## src/inc/video_clamp_pkg.sv

```systemverilog
/*
 Package for the clamp and format controller: register indices, field
 positions, reset values, the clamp states and the carried pixel word.
 Assumes an APB register port with 32-bit data, one register per word.
*/
package video_clamp_pkg;

    // Register indices; byte address is four times the index
    localparam logic [7:0] IDX_INPUT_CFG = 8'h10;
    localparam logic [7:0] IDX_START_HIGH = 8'h24;
    localparam logic [7:0] IDX_START_LOW = 8'h25;
    localparam logic [7:0] IDX_CLAMP_WIDTH = 8'h26;
    localparam logic [7:0] IDX_OUT_FORMAT = 8'h28;
    localparam logic [7:0] IDX_SLICER_A = 8'h30;
    localparam logic [7:0] IDX_SLICER_B = 8'h31;
    localparam logic [7:0] IDX_CLAMP_COAST = 8'h60;
    localparam logic [7:0] IDX_STATUS = 8'h70;

    // Field positions
    localparam int BIT_DC_COUPLED = 3;
    localparam int BIT_COLOR_DIFF = 4;
    localparam int BIT_DECIMATE = 0;
    localparam int BIT_COAST_CLAMP = 2;
    localparam int BIT_LPF_EN = 0;
    localparam int HYST_LSB = 1;
    localparam int THRESH_LSB = 0;

    // Values after reset
    localparam logic [7:0] RST_INPUT_CFG = 8'h00;
    localparam logic [7:0] RST_START_HIGH = 8'h00;
    localparam logic [7:0] RST_START_LOW = 8'h08;
    localparam logic [7:0] RST_CLAMP_WIDTH = 8'h10;
    localparam logic [7:0] RST_OUT_FORMAT = 8'h00;
    localparam logic [7:0] RST_SLICER_A = 8'h00;
    localparam logic [7:0] RST_SLICER_B = 8'h00;
    localparam logic [7:0] RST_CLAMP_COAST = 8'h00;

    // Chroma black level in colour-difference mode
    localparam logic [7:0] CHROMA_MID = 8'h80;
    // Green code above which a sync-time sample counts as tri-level
    localparam logic [7:0] TRI_LEVEL_CODE = 8'hA0;
    localparam int FIFO_DEPTH = 16;

    typedef enum logic [1:0] {
        CLAMP_IDLE = 2'b00,
        CLAMP_WAIT = 2'b01,
        CLAMP_ON = 2'b10
    } clamp_state_t;

    typedef struct packed {
        logic [7:0] red;
        logic [7:0] green;
        logic [7:0] blue;
    } pixel_t;

endpackage : video_clamp_pkg

```

## src/hw/video_clamp_and_format_ctrl.sv

```systemverilog
/*
 Clamp timing, input mode control, 4:2:2 decimation and slicer settings
 for a triple-channel digitizer, with an APB register slave and an
 output FIFO. Assumes one pixel per clock_i cycle when pix_valid_i and
 pix_ready_o are high, samples already synchronous to clock_i, and hsync_i active high.
*/
// Design decision made here: the APB register port.
`timescale 1ns/100ps

module pixel_fifo #(
    parameter int WIDTH = 24,
    parameter int DEPTH = 16
) (
    // Clock and reset
    input wire logic clock_i,
    input wire logic rst_b_i,
    // Fill side
    input wire logic in_valid_i,
    input wire logic [WIDTH-1:0] in_data_i,
    output logic in_ready_o,
    // Drain side
    output logic out_valid_o,
    output logic [WIDTH-1:0] out_data_o,
    input wire logic out_ready_i
);
    localparam int AW = $clog2(DEPTH);
    localparam int CW = $clog2(DEPTH + 1);

    // Pointer wrap relies on a power-of-two depth
    if (DEPTH < 2 || (DEPTH & (DEPTH - 1)) != 0) begin : g_bad_depth
        $error("pixel_fifo depth must be a power of two");
    end

    typedef struct packed {
        logic [DEPTH-1:0][WIDTH-1:0] mem;
        logic [AW-1:0] wptr;
        logic [AW-1:0] rptr;
        logic [CW-1:0] count;
        logic ready;
        logic valid;
        logic [WIDTH-1:0] data;
    } fifo_state_t;

    fifo_state_t s_reg;
    fifo_state_t s_next;
    logic push;
    logic pop;

    // Output stage is a register so the drain side sees flop outputs
    always_comb begin
        s_next = s_reg;
        push = in_valid_i && s_reg.ready;
        pop = (s_reg.count != '0) && (!s_reg.valid || out_ready_i);
        if (out_ready_i) begin
            s_next.valid = 1'b0;
        end
        if (pop) begin
            s_next.data = s_reg.mem[s_reg.rptr];
            s_next.valid = 1'b1;
            s_next.rptr = s_reg.rptr + AW'(1);
        end
        if (push) begin
            s_next.mem[s_reg.wptr] = in_data_i;
            s_next.wptr = s_reg.wptr + AW'(1);
        end
        s_next.count = s_reg.count + CW'(push) - CW'(pop);
        s_next.ready = (s_next.count < CW'(DEPTH)); // Back-pressure to the source
    end

    always_ff @(posedge clock_i or negedge rst_b_i) begin
        if (!rst_b_i) begin
            s_reg <= '0;
        end else begin
            s_reg <= s_next;
        end
    end

    assign in_ready_o = s_reg.ready;
    assign out_valid_o = s_reg.valid;
    assign out_data_o = s_reg.data;
endmodule : pixel_fifo

module video_clamp_and_format_ctrl
    import video_clamp_pkg::*;
#(
    parameter int ADDR_W = 12,
    parameter int DEPTH = FIFO_DEPTH
) (
    // Clock and reset
    input wire logic clock_i,
    input wire logic rst_b_i,
    // APB slave
    input wire logic psel_i,
    input wire logic penable_i,
    input wire logic pwrite_i,
    input wire logic [ADDR_W-1:0] paddr_i,
    input wire logic [31:0] pwdata_i,
    output logic [31:0] prdata_o,
    output logic pready_o,
    output logic pslverr_o,
    // Digitized samples and timing
    input wire logic pix_valid_i,
    input wire pixel_t pix_i,
    output logic pix_ready_o,
    input wire logic hsync_i,
    input wire logic coast_i,
    // Formatted stream to the video processor
    output logic out_valid_o,
    output pixel_t out_pix_o,
    input wire logic out_ready_i,
    // Analog controls
    output logic clamp_o,
    output logic dc_coupled_o,
    output logic [3:0] slicer_threshold_o,
    output logic [1:0] slicer_hyst_o,
    output logic slicer_lpf_o,
    output logic tri_level_o
);
    if (ADDR_W < 10) begin : g_bad_addr
        $error("address must reach the highest register index");
    end

    typedef struct packed {
        logic pready;
        logic pslverr;
        logic [31:0] prdata;
        logic [7:0] input_configuration;
        logic [7:0] clamp_start_pixel_high;
        logic [7:0] clamp_start_pixel_low;
        logic [7:0] clamp_width_pixels;
        logic [7:0] output_format_control;
        logic [7:0] slicer_control_a;
        logic [7:0] slicer_control_b;
        logic [7:0] clamp_coast_control;
        clamp_state_t clamp_state;
        logic hsync_d;
        logic [15:0] pix_cnt;
        logic [7:0] clamp_left;
        logic odd_px;
        logic [7:0] held_v;
        logic tri_seen;
        logic tri_level;
        logic clamp;
    } ctrl_state_t;

    localparam ctrl_state_t RESET_STATE = '{
        input_configuration: RST_INPUT_CFG,
        clamp_start_pixel_high: RST_START_HIGH,
        clamp_start_pixel_low: RST_START_LOW,
        clamp_width_pixels: RST_CLAMP_WIDTH,
        output_format_control: RST_OUT_FORMAT,
        slicer_control_a: RST_SLICER_A,
        slicer_control_b: RST_SLICER_B,
        clamp_coast_control: RST_CLAMP_COAST,
        clamp_state: CLAMP_IDLE,
        default: '0
    };

    ctrl_state_t s_reg;
    ctrl_state_t s_next;
    pixel_t fmt_pix;
    logic fifo_ready;
    logic px;
    logic trail;
    logic [7:0] idx;
    logic [7:0] u_smp;
    logic [7:0] v_smp;
    logic allow;

    // Word index from a byte address; unaligned bits are ignored
    function automatic logic [7:0] reg_index(input logic [ADDR_W-1:0] a);
        reg_index = a[9:2];
    endfunction : reg_index

    // Chroma shift; samples in this mode are signed around black
    function automatic logic [7:0] chroma_black(input logic [7:0] x, input logic on);
        chroma_black = on ? (x + CHROMA_MID) : x;
    endfunction : chroma_black

    always_comb begin
        s_next = s_reg;
        idx = reg_index(paddr_i);
        px = pix_valid_i && fifo_ready;
        trail = s_reg.hsync_d && !hsync_i;
        allow = s_reg.clamp_coast_control[BIT_COAST_CLAMP];
        s_next.hsync_d = hsync_i;

        // APB: answer is ready in the first access cycle
        s_next.pready = psel_i && !penable_i;
        s_next.pslverr = 1'b0;
        s_next.prdata = '0;
        if (psel_i && !penable_i) begin
            case (idx)
                IDX_INPUT_CFG: s_next.prdata[7:0] = s_reg.input_configuration;
                IDX_START_HIGH: s_next.prdata[7:0] = s_reg.clamp_start_pixel_high;
                IDX_START_LOW: s_next.prdata[7:0] = s_reg.clamp_start_pixel_low;
                IDX_CLAMP_WIDTH: s_next.prdata[7:0] = s_reg.clamp_width_pixels;
                IDX_OUT_FORMAT: s_next.prdata[7:0] = s_reg.output_format_control;
                IDX_SLICER_A: s_next.prdata[7:0] = s_reg.slicer_control_a;
                IDX_SLICER_B: s_next.prdata[7:0] = s_reg.slicer_control_b;
                IDX_CLAMP_COAST: s_next.prdata[7:0] = s_reg.clamp_coast_control;
                IDX_STATUS: begin
                    // A refused write answers with zero data, like any other error
                    if (!pwrite_i) begin
                        s_next.prdata[3:0] = {fifo_ready, s_reg.tri_level,
                                              s_reg.clamp_state != CLAMP_IDLE, s_reg.clamp};
                    end
                    s_next.pslverr = pwrite_i; // Status is read-only
                end
                default: s_next.pslverr = 1'b1;
            endcase
        end
        // Writes take effect only on the completing access edge
        if (psel_i && penable_i && s_reg.pready && pwrite_i) begin
            case (idx)
                IDX_INPUT_CFG: s_next.input_configuration = pwdata_i[7:0];
                IDX_START_HIGH: s_next.clamp_start_pixel_high = pwdata_i[7:0];
                IDX_START_LOW: s_next.clamp_start_pixel_low = pwdata_i[7:0];
                IDX_CLAMP_WIDTH: s_next.clamp_width_pixels = pwdata_i[7:0];
                IDX_OUT_FORMAT: s_next.output_format_control = pwdata_i[7:0];
                IDX_SLICER_A: s_next.slicer_control_a = pwdata_i[7:0];
                IDX_SLICER_B: s_next.slicer_control_b = pwdata_i[7:0];
                IDX_CLAMP_COAST: s_next.clamp_coast_control = pwdata_i[7:0];
                default: ;
            endcase
        end

        // Clamp sequencing, one pass per line
        if (px) begin
            s_next.pix_cnt = s_reg.pix_cnt + 16'h0001;
        end
        unique case (s_reg.clamp_state)
            CLAMP_IDLE: ;
            CLAMP_WAIT: begin
                if (coast_i && !allow) begin
                    s_next.clamp_state = CLAMP_IDLE;
                end else if (px && s_reg.pix_cnt == {s_reg.clamp_start_pixel_high,
                                                     s_reg.clamp_start_pixel_low}) begin
                    s_next.clamp_left = s_reg.clamp_width_pixels;
                    s_next.clamp_state = (s_reg.clamp_width_pixels != 8'h00) ?
                                         CLAMP_ON : CLAMP_IDLE;
                end
            end
            CLAMP_ON: begin
                if (coast_i && !allow) begin
                    s_next.clamp_state = CLAMP_IDLE;
                end else if (px) begin
                    s_next.clamp_left = s_reg.clamp_left - 8'h01;
                    if (s_reg.clamp_left == 8'h01) begin
                        s_next.clamp_state = CLAMP_IDLE;
                    end
                end
            end
            default: s_next.clamp_state = CLAMP_IDLE;
        endcase
        if (trail) begin
            s_next.pix_cnt = 16'h0000;
            s_next.odd_px = 1'b0;
            s_next.clamp_state = (!s_reg.input_configuration[BIT_DC_COUPLED] &&
                                  (!coast_i || allow)) ? CLAMP_WAIT : CLAMP_IDLE;
            s_next.tri_level = s_reg.tri_seen;
            s_next.tri_seen = 1'b0;
        end
        s_next.clamp = (s_next.clamp_state == CLAMP_ON);

        // Tri-level check on digitized green during sync
        if (px && hsync_i && pix_i.green > TRI_LEVEL_CODE) begin
            s_next.tri_seen = 1'b1;
        end

        // Formatting; no conversion, codes pass in their own space
        u_smp = chroma_black(pix_i.blue, s_reg.input_configuration[BIT_COLOR_DIFF]);
        v_smp = chroma_black(pix_i.red, s_reg.input_configuration[BIT_COLOR_DIFF]);
        fmt_pix.green = pix_i.green;
        if (s_reg.output_format_control[BIT_DECIMATE]) begin
            fmt_pix.blue = 8'h00;
            fmt_pix.red = s_reg.odd_px ? s_reg.held_v : u_smp;
        end else begin
            fmt_pix.blue = u_smp;
            fmt_pix.red = v_smp;
        end
        if (px && !trail) begin
            s_next.odd_px = !s_reg.odd_px;
            if (!s_reg.odd_px) begin
                s_next.held_v = v_smp;
            end
        end
    end

    always_ff @(posedge clock_i or negedge rst_b_i) begin
        if (!rst_b_i) begin
            s_reg <= RESET_STATE;
        end else begin
            s_reg <= s_next;
        end
    end

    // Output buffer; a stalled consumer backs up to pix_ready_o
    pixel_fifo #(
        .WIDTH($bits(pixel_t)),
        .DEPTH(DEPTH)
    ) u_fifo (
        .clock_i(clock_i),
        .rst_b_i(rst_b_i),
        .in_valid_i(pix_valid_i),
        .in_data_i(fmt_pix),
        .in_ready_o(fifo_ready),
        .out_valid_o(out_valid_o),
        .out_data_o(out_pix_o),
        .out_ready_i(out_ready_i)
    );

    // Register-backed outputs
    assign pix_ready_o = fifo_ready;
    assign prdata_o = s_reg.prdata;
    assign pready_o = s_reg.pready;
    assign pslverr_o = s_reg.pslverr;
    assign clamp_o = s_reg.clamp;
    assign dc_coupled_o = s_reg.input_configuration[BIT_DC_COUPLED];
    assign slicer_threshold_o = s_reg.slicer_control_a[THRESH_LSB+:4];
    assign slicer_hyst_o = s_reg.slicer_control_b[HYST_LSB+:2];
    assign slicer_lpf_o = s_reg.slicer_control_b[BIT_LPF_EN];
    assign tri_level_o = s_reg.tri_level;
endmodule : video_clamp_and_format_ctrl

```

## config.mk

```make
export PLATFORM = sky130hd
export DESIGN_NAME = video_clamp_and_format_ctrl
export DESIGN_NICKNAME = d
export VERILOG_FILES = /design/src/inc/video_clamp_pkg.sv /design/src/hw/video_clamp_and_format_ctrl.sv
export SDC_FILE = /design/constraint.sdc
export NUM_CORES = 1
export LEC_CHECK = 0
export BUFFER_PORTS_ARGS = -buffer_cell sky130_fd_sc_hd__buf_4
export CAP_MARGIN = 30
export CORE_ASPECT_RATIO = 0.7
export CORE_UTILIZATION = 61
export CTS_CLUSTER_DIAMETER = 30
export CTS_CLUSTER_SIZE = 24
export DETAILED_ROUTE_END_ITERATION = 10
export PLACE_DENSITY = 0.8
export SLEW_MARGIN = 20
export SYNTH_ARGS = -nofsm -noshare
export SYNTH_HDL_FRONTEND = slang
export SYNTH_HIERARCHICAL = 1
export SYNTH_SLANG_ARGS = --single-unit
```

## constraint.sdc

```tcl
create_clock -name clock_i -period 3.68 [get_ports clock_i]
set_input_delay 0.552 -clock clock_i [delete_from_list [all_inputs] [get_ports clock_i]]
set_output_delay 0.552 -clock clock_i [all_outputs]
set_load 0.02 [all_outputs]
```

==> flow_metrics.env, run 1 <==
export IMPL_h_tree_depth=3
export IMPL_layout_commonest_cell="dfrtp_1"
export IMPL_grt_pass1_wl_um=96100
export IMPL_place_congestion=0.949
export IMPL_synthFlopType="dfrtp_1"
export IMPL_post_place_ws_ns=0.909
export IMPL_grt_pass1_vias=16311
export IMPL_final_cell_mix="530 x dfrtp_1, 462 x mux2_2, 113 x buf_4"
export IMPL_postCtsHoldBufs=0
export IMPL_fin_crit_ns=2.74
export IMPL_synth_edff_count=0
export IMPL_drtIter0Drc=1269
export IMPL_p_leak_nw=13.5
export IMPL_path_clk_slew_ns=0.05
export IMPL_nets=1899
export IMPL_multi_input_area_um2=10700
export IMPL_end_kind="flip-flop"
export IMPL_viasPerCell=6.41
export IMPL_setup_tns_ns=0
export IMPL_worstPathRequired_ns=4.19
export IMPL_finalCritPeriodShare_pct=74.5
export IMPL_setup_violations=0
export IMPL_initial_utilization_pct=62.7
export IMPL_area_growth_pct=14.6
export IMPL_cts_setup_buffers=0
export IMPL_die_h_um=172
export IMPL_maxCapViolCount=0
export IMPL_largest_reg_flops=397
export IMPL_slew_headroom_pct=34.0
export IMPL_netlist_area_um2=25200
export IMPL_dieArea_um2=42200
export IMPL_clockRootBuffer="clkbuf_16"
export IMPL_core_um2=40200
export IMPL_clkLatencyLatePin_ns=0.60
export IMPL_r2r_cells=5
export IMPL_avgSynthCellArea_um2=14.4
export IMPL_dp_hpwl_um=36300
export IMPL_antenna_found_initial=4
export IMPL_synth_warnings=6
export IMPL_clock_path_buffers=3
export IMPL_gr_total_overflow=0
export IMPL_rows=61
export IMPL_cpPeakStageDelay_ns=0.67
export IMPL_ir_drop_mv=0.471
export IMPL_cts_tree="yes"
export IMPL_netlist_instances=1747
export IMPL_path_max_fanout=10
export IMPL_routed_via_count=15488
export IMPL_power_density_nw_per_um2=844
export IMPL_antenna_left=0
export IMPL_cts_sinks=536
export IMPL_cp_arrival_ns=3.25
export IMPL_synth_async_reset_ratio_pct=100
export IMPL_hold_path_class="in2async"
export IMPL_seq_area_frac_synth_pct=53.2
export IMPL_status="finished clean"
export IMPL_fillers=2470
export IMPL_rsz0062_at_grt="no"
export IMPL_cpMaxStageDelayCell="or4_1"
export IMPL_cts_buffers=84
export IMPL_register_area_um2=13400
export IMPL_maxSlewViolCount=0
export IMPL_ys_ff_latch=536
export IMPL_fin_util_pct=71.9
export IMPL_fmax_mhz=365
export IMPL_cts_resized_gates=0
export IMPL_totalWireLength_um=61100
export IMPL_wire_per_inst_um=25.3
export IMPL_port_buffers=94
export IMPL_dr_pass1_iters=5
export IMPL_io_pins=147
export IMPL_fin_skew_ns=0.0277
export IMPL_grt_usage_pct=30.2
export IMPL_drc=0
export IMPL_dpl_instance_area_um2=25900
export IMPL_worst_pin_slew_ns=0.986
export IMPL_grt_max_degree=112
export IMPL_critPathKind="reg2reg"
export IMPL_fin_area_um2=28900
export IMPL_die_w_um=245
export IMPL_power_mw=24.4
export IMPL_fin_ws_ns=0.940
export IMPL_path_cells="nand2_2, a2111o_1, or4_1, o31ai_4, mux2i_1"
export IMPL_drive_gt1_share_pct=47.0
export IMPL_synth_cell_types=71
export IMPL_worstSetupStartpointType="flip-flop"
export IMPL_hold_viol=0
-- worst paths after layout --
kind,to,slack (ns),from
min,u_fifo/s_reg[396]$_DFFE_PN0P_,0.02,rst_b_i
min in group clock_i,s_reg[36]$_DFF_PN0_,0.09,hsync_i
min reg2reg,u_fifo/s_reg[348]$_DFFE_PN0P_,0.50,u_fifo/s_reg[348]$_DFFE_PN0P_
max reg2reg,s_reg[13]$_DFFE_PN0P_,0.94,u_fifo/in_ready_o$_DFF_PN0_
max in group asynchronous,u_fifo/s_reg[32]$_DFFE_PN0P_,2.57,rst_b_i
max,s_reg[13]$_DFFE_PN0P_,0.94,u_fifo/in_ready_o$_DFF_PN0_
-- where the power goes --
group | switching (mW) | total (mW) | leakage (nW) | internal [mW]
clock | 2.95 | 8.07 | 1.40 | 5.11
combinational | 2.97 | 6.87 | 5.08 | 3.90
sequential | 1.51 | 9.47 | 6.97 | 7.96
total | 7.43 | 24.4 | 13.5 | 17.0
-- cell usage after synthesis (all sizes together) (24+ instances only) --
library cell    n  area, um^2
nor2           61         229
a221oi         25         238
dfrtp         534       13400
a21oi          32         164
clkbuf         51         193
buf           125         976
xor2           26         228
mux2          464        5230
nand2          54         248
o22ai          33         206
inv            24        90.1
mux4           96        2160
mux2i          37         370
-- metrics by stage --
| step | hold slack (ns) | cells |
|---|---|---|
| floorplan | 0.256 | 1770 |
| global placement | 0.481 | 2248 |
| detailed placement | 0.487 | 2250 |
| CTS | 0.0677 | 2407 |
| global route | 0.0730 | 2414 |
| finish | 0.0219 | 2415 |
-- routing by layer --
metal  share of wire [%]  vias up  global-route usage [%]
met1                  43     8228                    42.2
met5               0.044        -                       0
li1                    -     6543                       -
met3                 7.0      121                    7.68
met4                 2.4        4                    9.97
met2                  47      592                    46.7
-- critical path, delay by kind of cell, from the launching register on --
family,cells,cell delay [ns]
compound gates,2,0.89
flops,1,0.62
mux,1,0.23
simple gates,2,0.92
-- logic make-up after synthesis --
| kind of cell | after synthesis | synth area share (%) |
|---|---|---|
| flops | 536 | 53.2 |
| simple gates | 209 | 4.58 |
| xor+xnor | 38 | 1.32 |
| fa+ha+maj | 15 | 0.774 |
| mux | 597 | 30.8 |
| other cells | 1 | 0.0149 |
| compound gates | 151 | 4.36 |
| buf+inv | 200 | 4.99 |
-- cell type report --
cell class / instances / share of cell area (%)
diodes: 2 / 0.0173
clock buffers: 96 / 7.68
clock inverters: 61 / 2.44
inverters: 24 / 0.312
multi-input cells: 1034 / 36.9
flip-flops and latches: 536 / 46.5
well taps: 535 / 2.32
repair buffers: 127 / 3.90
Power figures use the tool's default switching activity.
==> run 2, diff against run 1 <==
- CORE_UTILIZATION: 61 -> 55
- PLACE_DENSITY: 0.8 -> 0.76
- clock period: 3.68 -> 2.4 ns (I/O delays scaled with it)
==> flow_metrics.env, run 2 (synthesized netlist as in run 1, its figures left out) <==
export IMPL_status="finished clean"
export IMPL_whs_ns=0.0436
export IMPL_io_pins=147
export IMPL_core_um2=45100
export IMPL_die_w_um=258
export IMPL_fillers=3109
export IMPL_crit_path_end="u_fifo/s_reg[30]$_DFF_PN0_"
export IMPL_crit_path_start="u_fifo/s_reg[28]$_DFF_PN0_"
export IMPL_finalCritPeriodShare_pct=99.5
export IMPL_clockRootBuffer="clkbuf_16"
export IMPL_worstSetupStartpointType="flip-flop"
export IMPL_register_area_um2=13400
export IMPL_nets=1970
export IMPL_slew_headroom_pct=47.2
export IMPL_wire_per_inst_um=24.6
export IMPL_gr_total_overflow=0
export IMPL_port_buffers=94
export IMPL_cp_depth=12
export IMPL_antenna_left=0
export IMPL_holdPathStages=2
export IMPL_antenna_found_initial=0
export IMPL_dp_cells=2376
export IMPL_final_cell_mix="531 x dfrtp_1, 462 x mux2_2, 165 x buf_4"
export IMPL_die_h_um=181
export IMPL_path_clk_slew_ns=0.06
export IMPL_initial_utilization_pct=55.9
export IMPL_clkLatencyLatePin_ns=0.62
export IMPL_path_cells="inv_2, ha_4, nor4b_4, a21oi_4, ha_4, inv_2, ha_4, fa_2, a21oi_2, o21bai_1, xor2_1, inv_1"
export IMPL_dr_pass1_iters=5
export IMPL_dieArea_um2=46700
export IMPL_r2r_start="u_fifo/s_reg[28]$_DFF_PN0_"
export IMPL_path_max_fanout=2
export IMPL_cts_sinks=536
export IMPL_r2r_setup_slack_ns=0.01
export IMPL_r2r_cells=12
export IMPL_ir_drop_mv=0.671
export IMPL_multi_input_area_um2=10700
export IMPL_rsz0062_at_grt="yes"
export IMPL_maxSlewViolCount=0
export IMPL_hold_viol=0
export IMPL_layout_commonest_cell="dfrtp_1"
export IMPL_cp_top_family="adder cells"
export IMPL_drc=0
export IMPL_critPathKind="reg2reg"
export IMPL_diodes=0
export IMPL_cts_tree="yes"
export IMPL_clock_path_buffers=3
export IMPL_totalWireLength_um=62800
export IMPL_crit_buf_inv=3
export IMPL_area_growth_pct=18.6
export IMPL_worst_pin_slew_ns=0.789
export IMPL_grt_pass1_wl_um=98600
export IMPL_fmax_mhz=419
export IMPL_cp_arrival_ns=2.89
export IMPL_cpPeakStageDelay_ns=0.39
export IMPL_worst_r2r_endpoint="u_fifo/s_reg[30]$_DFF_PN0_"
export IMPL_drtIter0Drc=1299
export IMPL_cpMaxStageDelayCell="dfrtp_1"
export IMPL_path_common_cell="ha_4"
export IMPL_finalNonFillerCells=2555
export IMPL_fin_ws_ns=0.0124
export IMPL_largest_reg_flops=397
export IMPL_grt_usage_pct=27.8
export IMPL_grt_max_degree=72
export IMPL_fin_skew_ns=0.0216
export IMPL_place_congestion=0.867
export IMPL_dp_hpwl_um=37300
export IMPL_drive_gt1_share_pct=48.9
export IMPL_worstPathRequired_ns=2.90
export IMPL_rows=65
export IMPL_maxCapViolCount=0
export IMPL_p_leak_nw=13.9
export IMPL_viasPerCell=6.08
export IMPL_setup_tns_ns=0
export IMPL_grt_pass1_vias=16936
export IMPL_end_kind="flip-flop"
export IMPL_fin_area_um2=29900
export IMPL_cts_buffers=88
export IMPL_power_mw=39.0
export IMPL_fin_util_pct=66.3
export IMPL_h_tree_depth=3
export IMPL_hold_path_class="in2reg"
export IMPL_routed_via_count=15544
export IMPL_power_density_nw_per_um2=1300
export IMPL_dpl_instance_area_um2=26500
export IMPL_fin_crit_ns=2.39
export IMPL_setup_violations=0
export IMPL_post_place_ws_ns=-0.00797
run 2: worst reg2reg max path: cells and delay by family (launching register included):
family	cells	cell delay, ns
flops	1	0.39
simple gates	1	0.26
compound gates	3	0.30
buf+inv	3	0.20
fa+ha+maj	4	0.93
xor+xnor	1	0.20
run 2: routing by layer:
layer / track usage (%) / share of wire, % / wire length, um / vias up
li1: - / - / - / 6683
met1: 38.5 / 44 / 27400 / 8277
met2: 44.5 / 48 / 30400 / 473
met3: 5.50 / 5.5 / 3450 / 111
met4: 8.76 / 2.4 / 1500 / 0
met5: 0 / 0 / 0 / -
run 2: how the worst min path moves through the flow:
stage          startpoint                       endpoint  slack (ns)
6_report        pix_i[18]           s_reg[5]$_DFFE_PN0P_        0.04
5_1_grt         pix_i[18]           s_reg[5]$_DFFE_PN0P_        0.03
4_1_cts         pix_i[18]           s_reg[5]$_DFFE_PN0P_       0.008
3_5_place_dp      rst_b_i  u_fifo/s_reg[191]$_DFFE_PN0P_        0.38
3_3_place_gp      rst_b_i  u_fifo/s_reg[191]$_DFFE_PN0P_        0.37
2_1_floorplan     rst_b_i              allow$_DFFE_PN0P_        0.06
run 2: area by class of cell:
| cell class | count | share of cell area (%) |
|---|---|---|
| sequential | 536 | 44.9 |
| clock inverter | 69 | 3.12 |
| clock buffer | 95 | 7.69 |
| tap | 603 | 2.52 |
| multi-input combinational | 1034 | 35.8 |
| inverter | 24 | 0.301 |
| timing repair buffer | 194 | 5.73 |
run 2: report_power, final:
| group | switching (mW) | internal [mW] | leakage [nW] | total [mW] |
|---|---|---|---|---|
| combinational | 4.87 | 6.28 | 5.41 | 11.2 |
| clock | 4.80 | 8.82 | 1.55 | 13.6 |
| sequential | 2.01 | 12.2 | 6.97 | 14.2 |
| total | 11.7 | 27.3 | 13.9 | 39.0 |
run 2: repair_timing:
item / CTS / global route
pin swaps: 1 / 4
hold buffers: 10 / 0
cloned: 0 / 0
setup endpoints to repair: 1 / 15
hold endpoints to repair: 61 / 0
resized for setup: 1 / 6
buffers inserted: 0 / 4
==> run 3, diff against run 2 <==
- SYNTH_HIERARCHICAL: 1 -> default
==> flow_metrics.env, run 3 <==
export IMPL_grt_pass1_wl_um=98100
export IMPL_hold_viol=0
export IMPL_setup_violations=0
export IMPL_r2r_setup_slack_ns=0.03
export IMPL_hold_path_class="in2reg"
export IMPL_fin_area_um2=28800
export IMPL_whs_ns=0.0248
export IMPL_drive_gt1_share_pct=30.1
export IMPL_rows=64
export IMPL_avgSynthCellArea_um2=12.0
export IMPL_crit_path_start="u_fifo.s_reg[29]$_DFF_PN0_"
export IMPL_fmax_mhz=421
export IMPL_ir_drop_mv=0.701
export IMPL_muxShareOfSynthArea_pct=20.7
export IMPL_yosysMostFrequentCell="dfrtp_1"
export IMPL_antenna_left=0
export IMPL_rsz0062_at_grt="yes"
export IMPL_fin_crit_ns=2.37
export IMPL_synth_async_reset_ratio_pct=100
export IMPL_drtIter0Drc=1436
export IMPL_status="finished clean"
export IMPL_initial_utilization_pct=55.9
export IMPL_netlist_instances=2038
export IMPL_synth_cell_types=69
export IMPL_end_kind="flip-flop"
export IMPL_holdPathStages=2
export IMPL_totalWireLength_um=61200
export IMPL_place_congestion=0.892
export IMPL_path_clk_slew_ns=0.05
export IMPL_cts_sinks=536
export IMPL_maxCapViolCount=0
export IMPL_seq_area_frac_synth_pct=54.8
export IMPL_clockRootBuffer="clkbuf_16"
export IMPL_dr_pass1_iters=7
export IMPL_synth_warnings=0
export IMPL_worstPathRequired_ns=2.88
export IMPL_yosysTopAreaCell="dfrtp_1"
export IMPL_cts_buffers=83
export IMPL_slew_headroom_pct=50.9
export IMPL_finalCritPeriodShare_pct=98.9
export IMPL_dieArea_um2=45400
export IMPL_area_growth_pct=17.7
export IMPL_antenna_found_initial=0
export IMPL_drc=0
export IMPL_r2r_start="u_fifo.s_reg[29]$_DFF_PN0_"
export IMPL_worstHoldEndpoint="s_reg[7]$_DFFE_PN0P_"
export IMPL_synth_area_top_cells="dfrtp_1 55%, mux2_2 9.2%, mux4_2 8.8%"
export IMPL_hp_start="pix_i[20]"
export IMPL_grt_usage_pct=28.3
export IMPL_wire_per_inst_um=22.0
export IMPL_r2r_cells=13
export IMPL_largest_reg_flops=397
export IMPL_synthFlopType="dfrtp_1"
export IMPL_synth_edff_count=0
export IMPL_finalNonFillerCells=2781
export IMPL_routed_via_count=16788
export IMPL_port_buffers=94
export IMPL_synth_compound_area_share_pct=9.29
export IMPL_cp_arrival_ns=2.86
export IMPL_io_pins=147
export IMPL_worstSetupStartpointType="flip-flop"
export IMPL_clkLatencyLatePin_ns=0.61
export IMPL_dp_hpwl_um=38200
export IMPL_path_max_fanout=2
export IMPL_dpl_instance_area_um2=26000
export IMPL_p_leak_nw=13.4
export IMPL_power_density_nw_per_um2=1250
export IMPL_grt_max_degree=69
export IMPL_cts_tree="yes"
export IMPL_die_w_um=254
export IMPL_synth_top_family_by_area="multiplexers"
export IMPL_fin_skew_ns=0.0268
export IMPL_synthAdderAreaFrac_pct=0.798
export IMPL_dp_cells=2616
export IMPL_nets=2210
export IMPL_h_tree_depth=3
export IMPL_clock_path_buffers=3
export IMPL_worst_pin_slew_ns=0.737
export IMPL_critPathKind="reg2reg"
export IMPL_power_mw=36.0
export IMPL_layout_commonest_cell="dfrtp_1"
export IMPL_synth_common_cells="534 x dfrtp_1, 291 x nand2_1, 278 x o21ai_0"
export IMPL_viasPerCell=6.04
export IMPL_die_h_um=178
export IMPL_worst_r2r_endpoint="u_fifo.in_ready_o$_DFF_PN0_"
export IMPL_synth_top_area_share_pct=54.6
export IMPL_final_cell_mix="531 x dfrtp_1, 291 x nand2_1, 278 x o21ai_0"
export IMPL_netlist_area_um2=24500
export IMPL_grt_pass1_vias=17470
export IMPL_maxSlewViolCount=0
export IMPL_yosys_area_share_xor_xnor_pct=1.43
export IMPL_gr_total_overflow=0
export IMPL_core_um2=43800
export IMPL_setup_tns_ns=0
export IMPL_ys_ff_latch=536
export IMPL_synth_simple_gate_area_share_pct=8.19
-- run 3: cell types whose count changed after synthesis, sizes merged, moves of 10 or more --
| cell | previous run | this run |
|---|---|---|
| o21ai | 10 | 279 |
| nor2 | 61 | 41 |
| clkbuf | 51 | 106 |
| nand2 | 54 | 293 |
| mux2 | 464 | 199 |
| nand3 | 10 | 25 |
| nor2b | 21 | 8 |
| mux2i | 37 | 67 |
| a21oi | 32 | 16 |
| buf | 125 | 107 |
| a221oi | 25 | 4 |
| nand2b | 5 | 15 |
| a21o | 2 | 25 |
-- run 3: how the worst max path moves through the flow --
stage	end	slack [ns]
global placement	u_fifo.in_ready_o$_DFF_PN0_	-0.009
finish	u_fifo.in_ready_o$_DFF_PN0_	0.03
CTS	u_fifo.in_ready_o$_DFF_PN0_	-0.0008
floorplan	u_fifo.in_ready_o$_DFF_PN0_	0.0004
global route	u_fifo.in_ready_o$_DFF_PN0_	-0.08
detailed placement	u_fifo.in_ready_o$_DFF_PN0_	-0.05
-- run 3: logic make-up (layout without fill, tap and decap cells) --
| family | Yosys count | after routing |
|---|---|---|
| flip-flops | 536 | 536 |
| AND/OR/NAND/NOR | 447 | 447 |
| AO/OA/AOI/OAI | 401 | 401 |
| multiplexers | 362 | 362 |
| buffers and inverters | 236 | 361 |
| XOR/XNOR | 40 | 40 |
| adder cells (fa/ha/maj) | 15 | 15 |
| other | 1 | 25 |
-- run 3: routing by layer --
metal	vias up	share of wire (%)	GRT usage (%)
met5	-	0	0
met4	0	2.0	8.08
met3	115	7.8	5.91
met2	653	47	43.4
met1	8648	44	41.1
li1	7372	-	-
-- run 3: repair_timing --
item / 4_1_cts / 5_1_grt
gates resized for setup: 9 / 0
hold buffers: 4 / 0
buffers inserted: 5 / 2
endpoints found under the setup margin: 1 / 3
hold endpoints to repair: 56 / 0
pin swaps: 5 / 4
-- run 3: where the power goes --
part / leakage, nW / internal (mW) / switching (mW)
Clock: 1.29 / 6.96 / 4.54
Sequential: 7.01 / 12.2 / 1.95
Combinational: 5.15 / 5.44 / 4.91
-- run 3: metrics by stage --
stage	worst slack [ns]	utilization (%)
floorplan	0.000388	-
global placement	-0.00881	59.3
detailed placement	-0.0465	59.3
CTS	-0.000787	65.7
global route	-0.0777	65.8
finish	0.0264	65.8
-- run 3: worst max-delay path: stages (launching register included) --
cell      delay [ns]
dfrtp_1         0.39
inv_2           0.09
ha_4            0.12
nor4b_4         0.19
a21o_1          0.14
inv_2           0.06
ha_4            0.26
inv_2           0.04
ha_4            0.15
fa_2            0.34
a21oi_2         0.12
o21bai_1        0.08
xnor2_1         0.22
inv_1           0.07
-- run 3: area by class of cell --
cell class                 count  area, um^2
fill                        3100       15000
sequential                   536       13400
multi-input combinational   1289       10100
clock buffer                 102        2220
timing repair buffer         185        1730
tap                          594         743
clock inverter                51         488
inverter                      23        87.6
antenna                        1        2.50
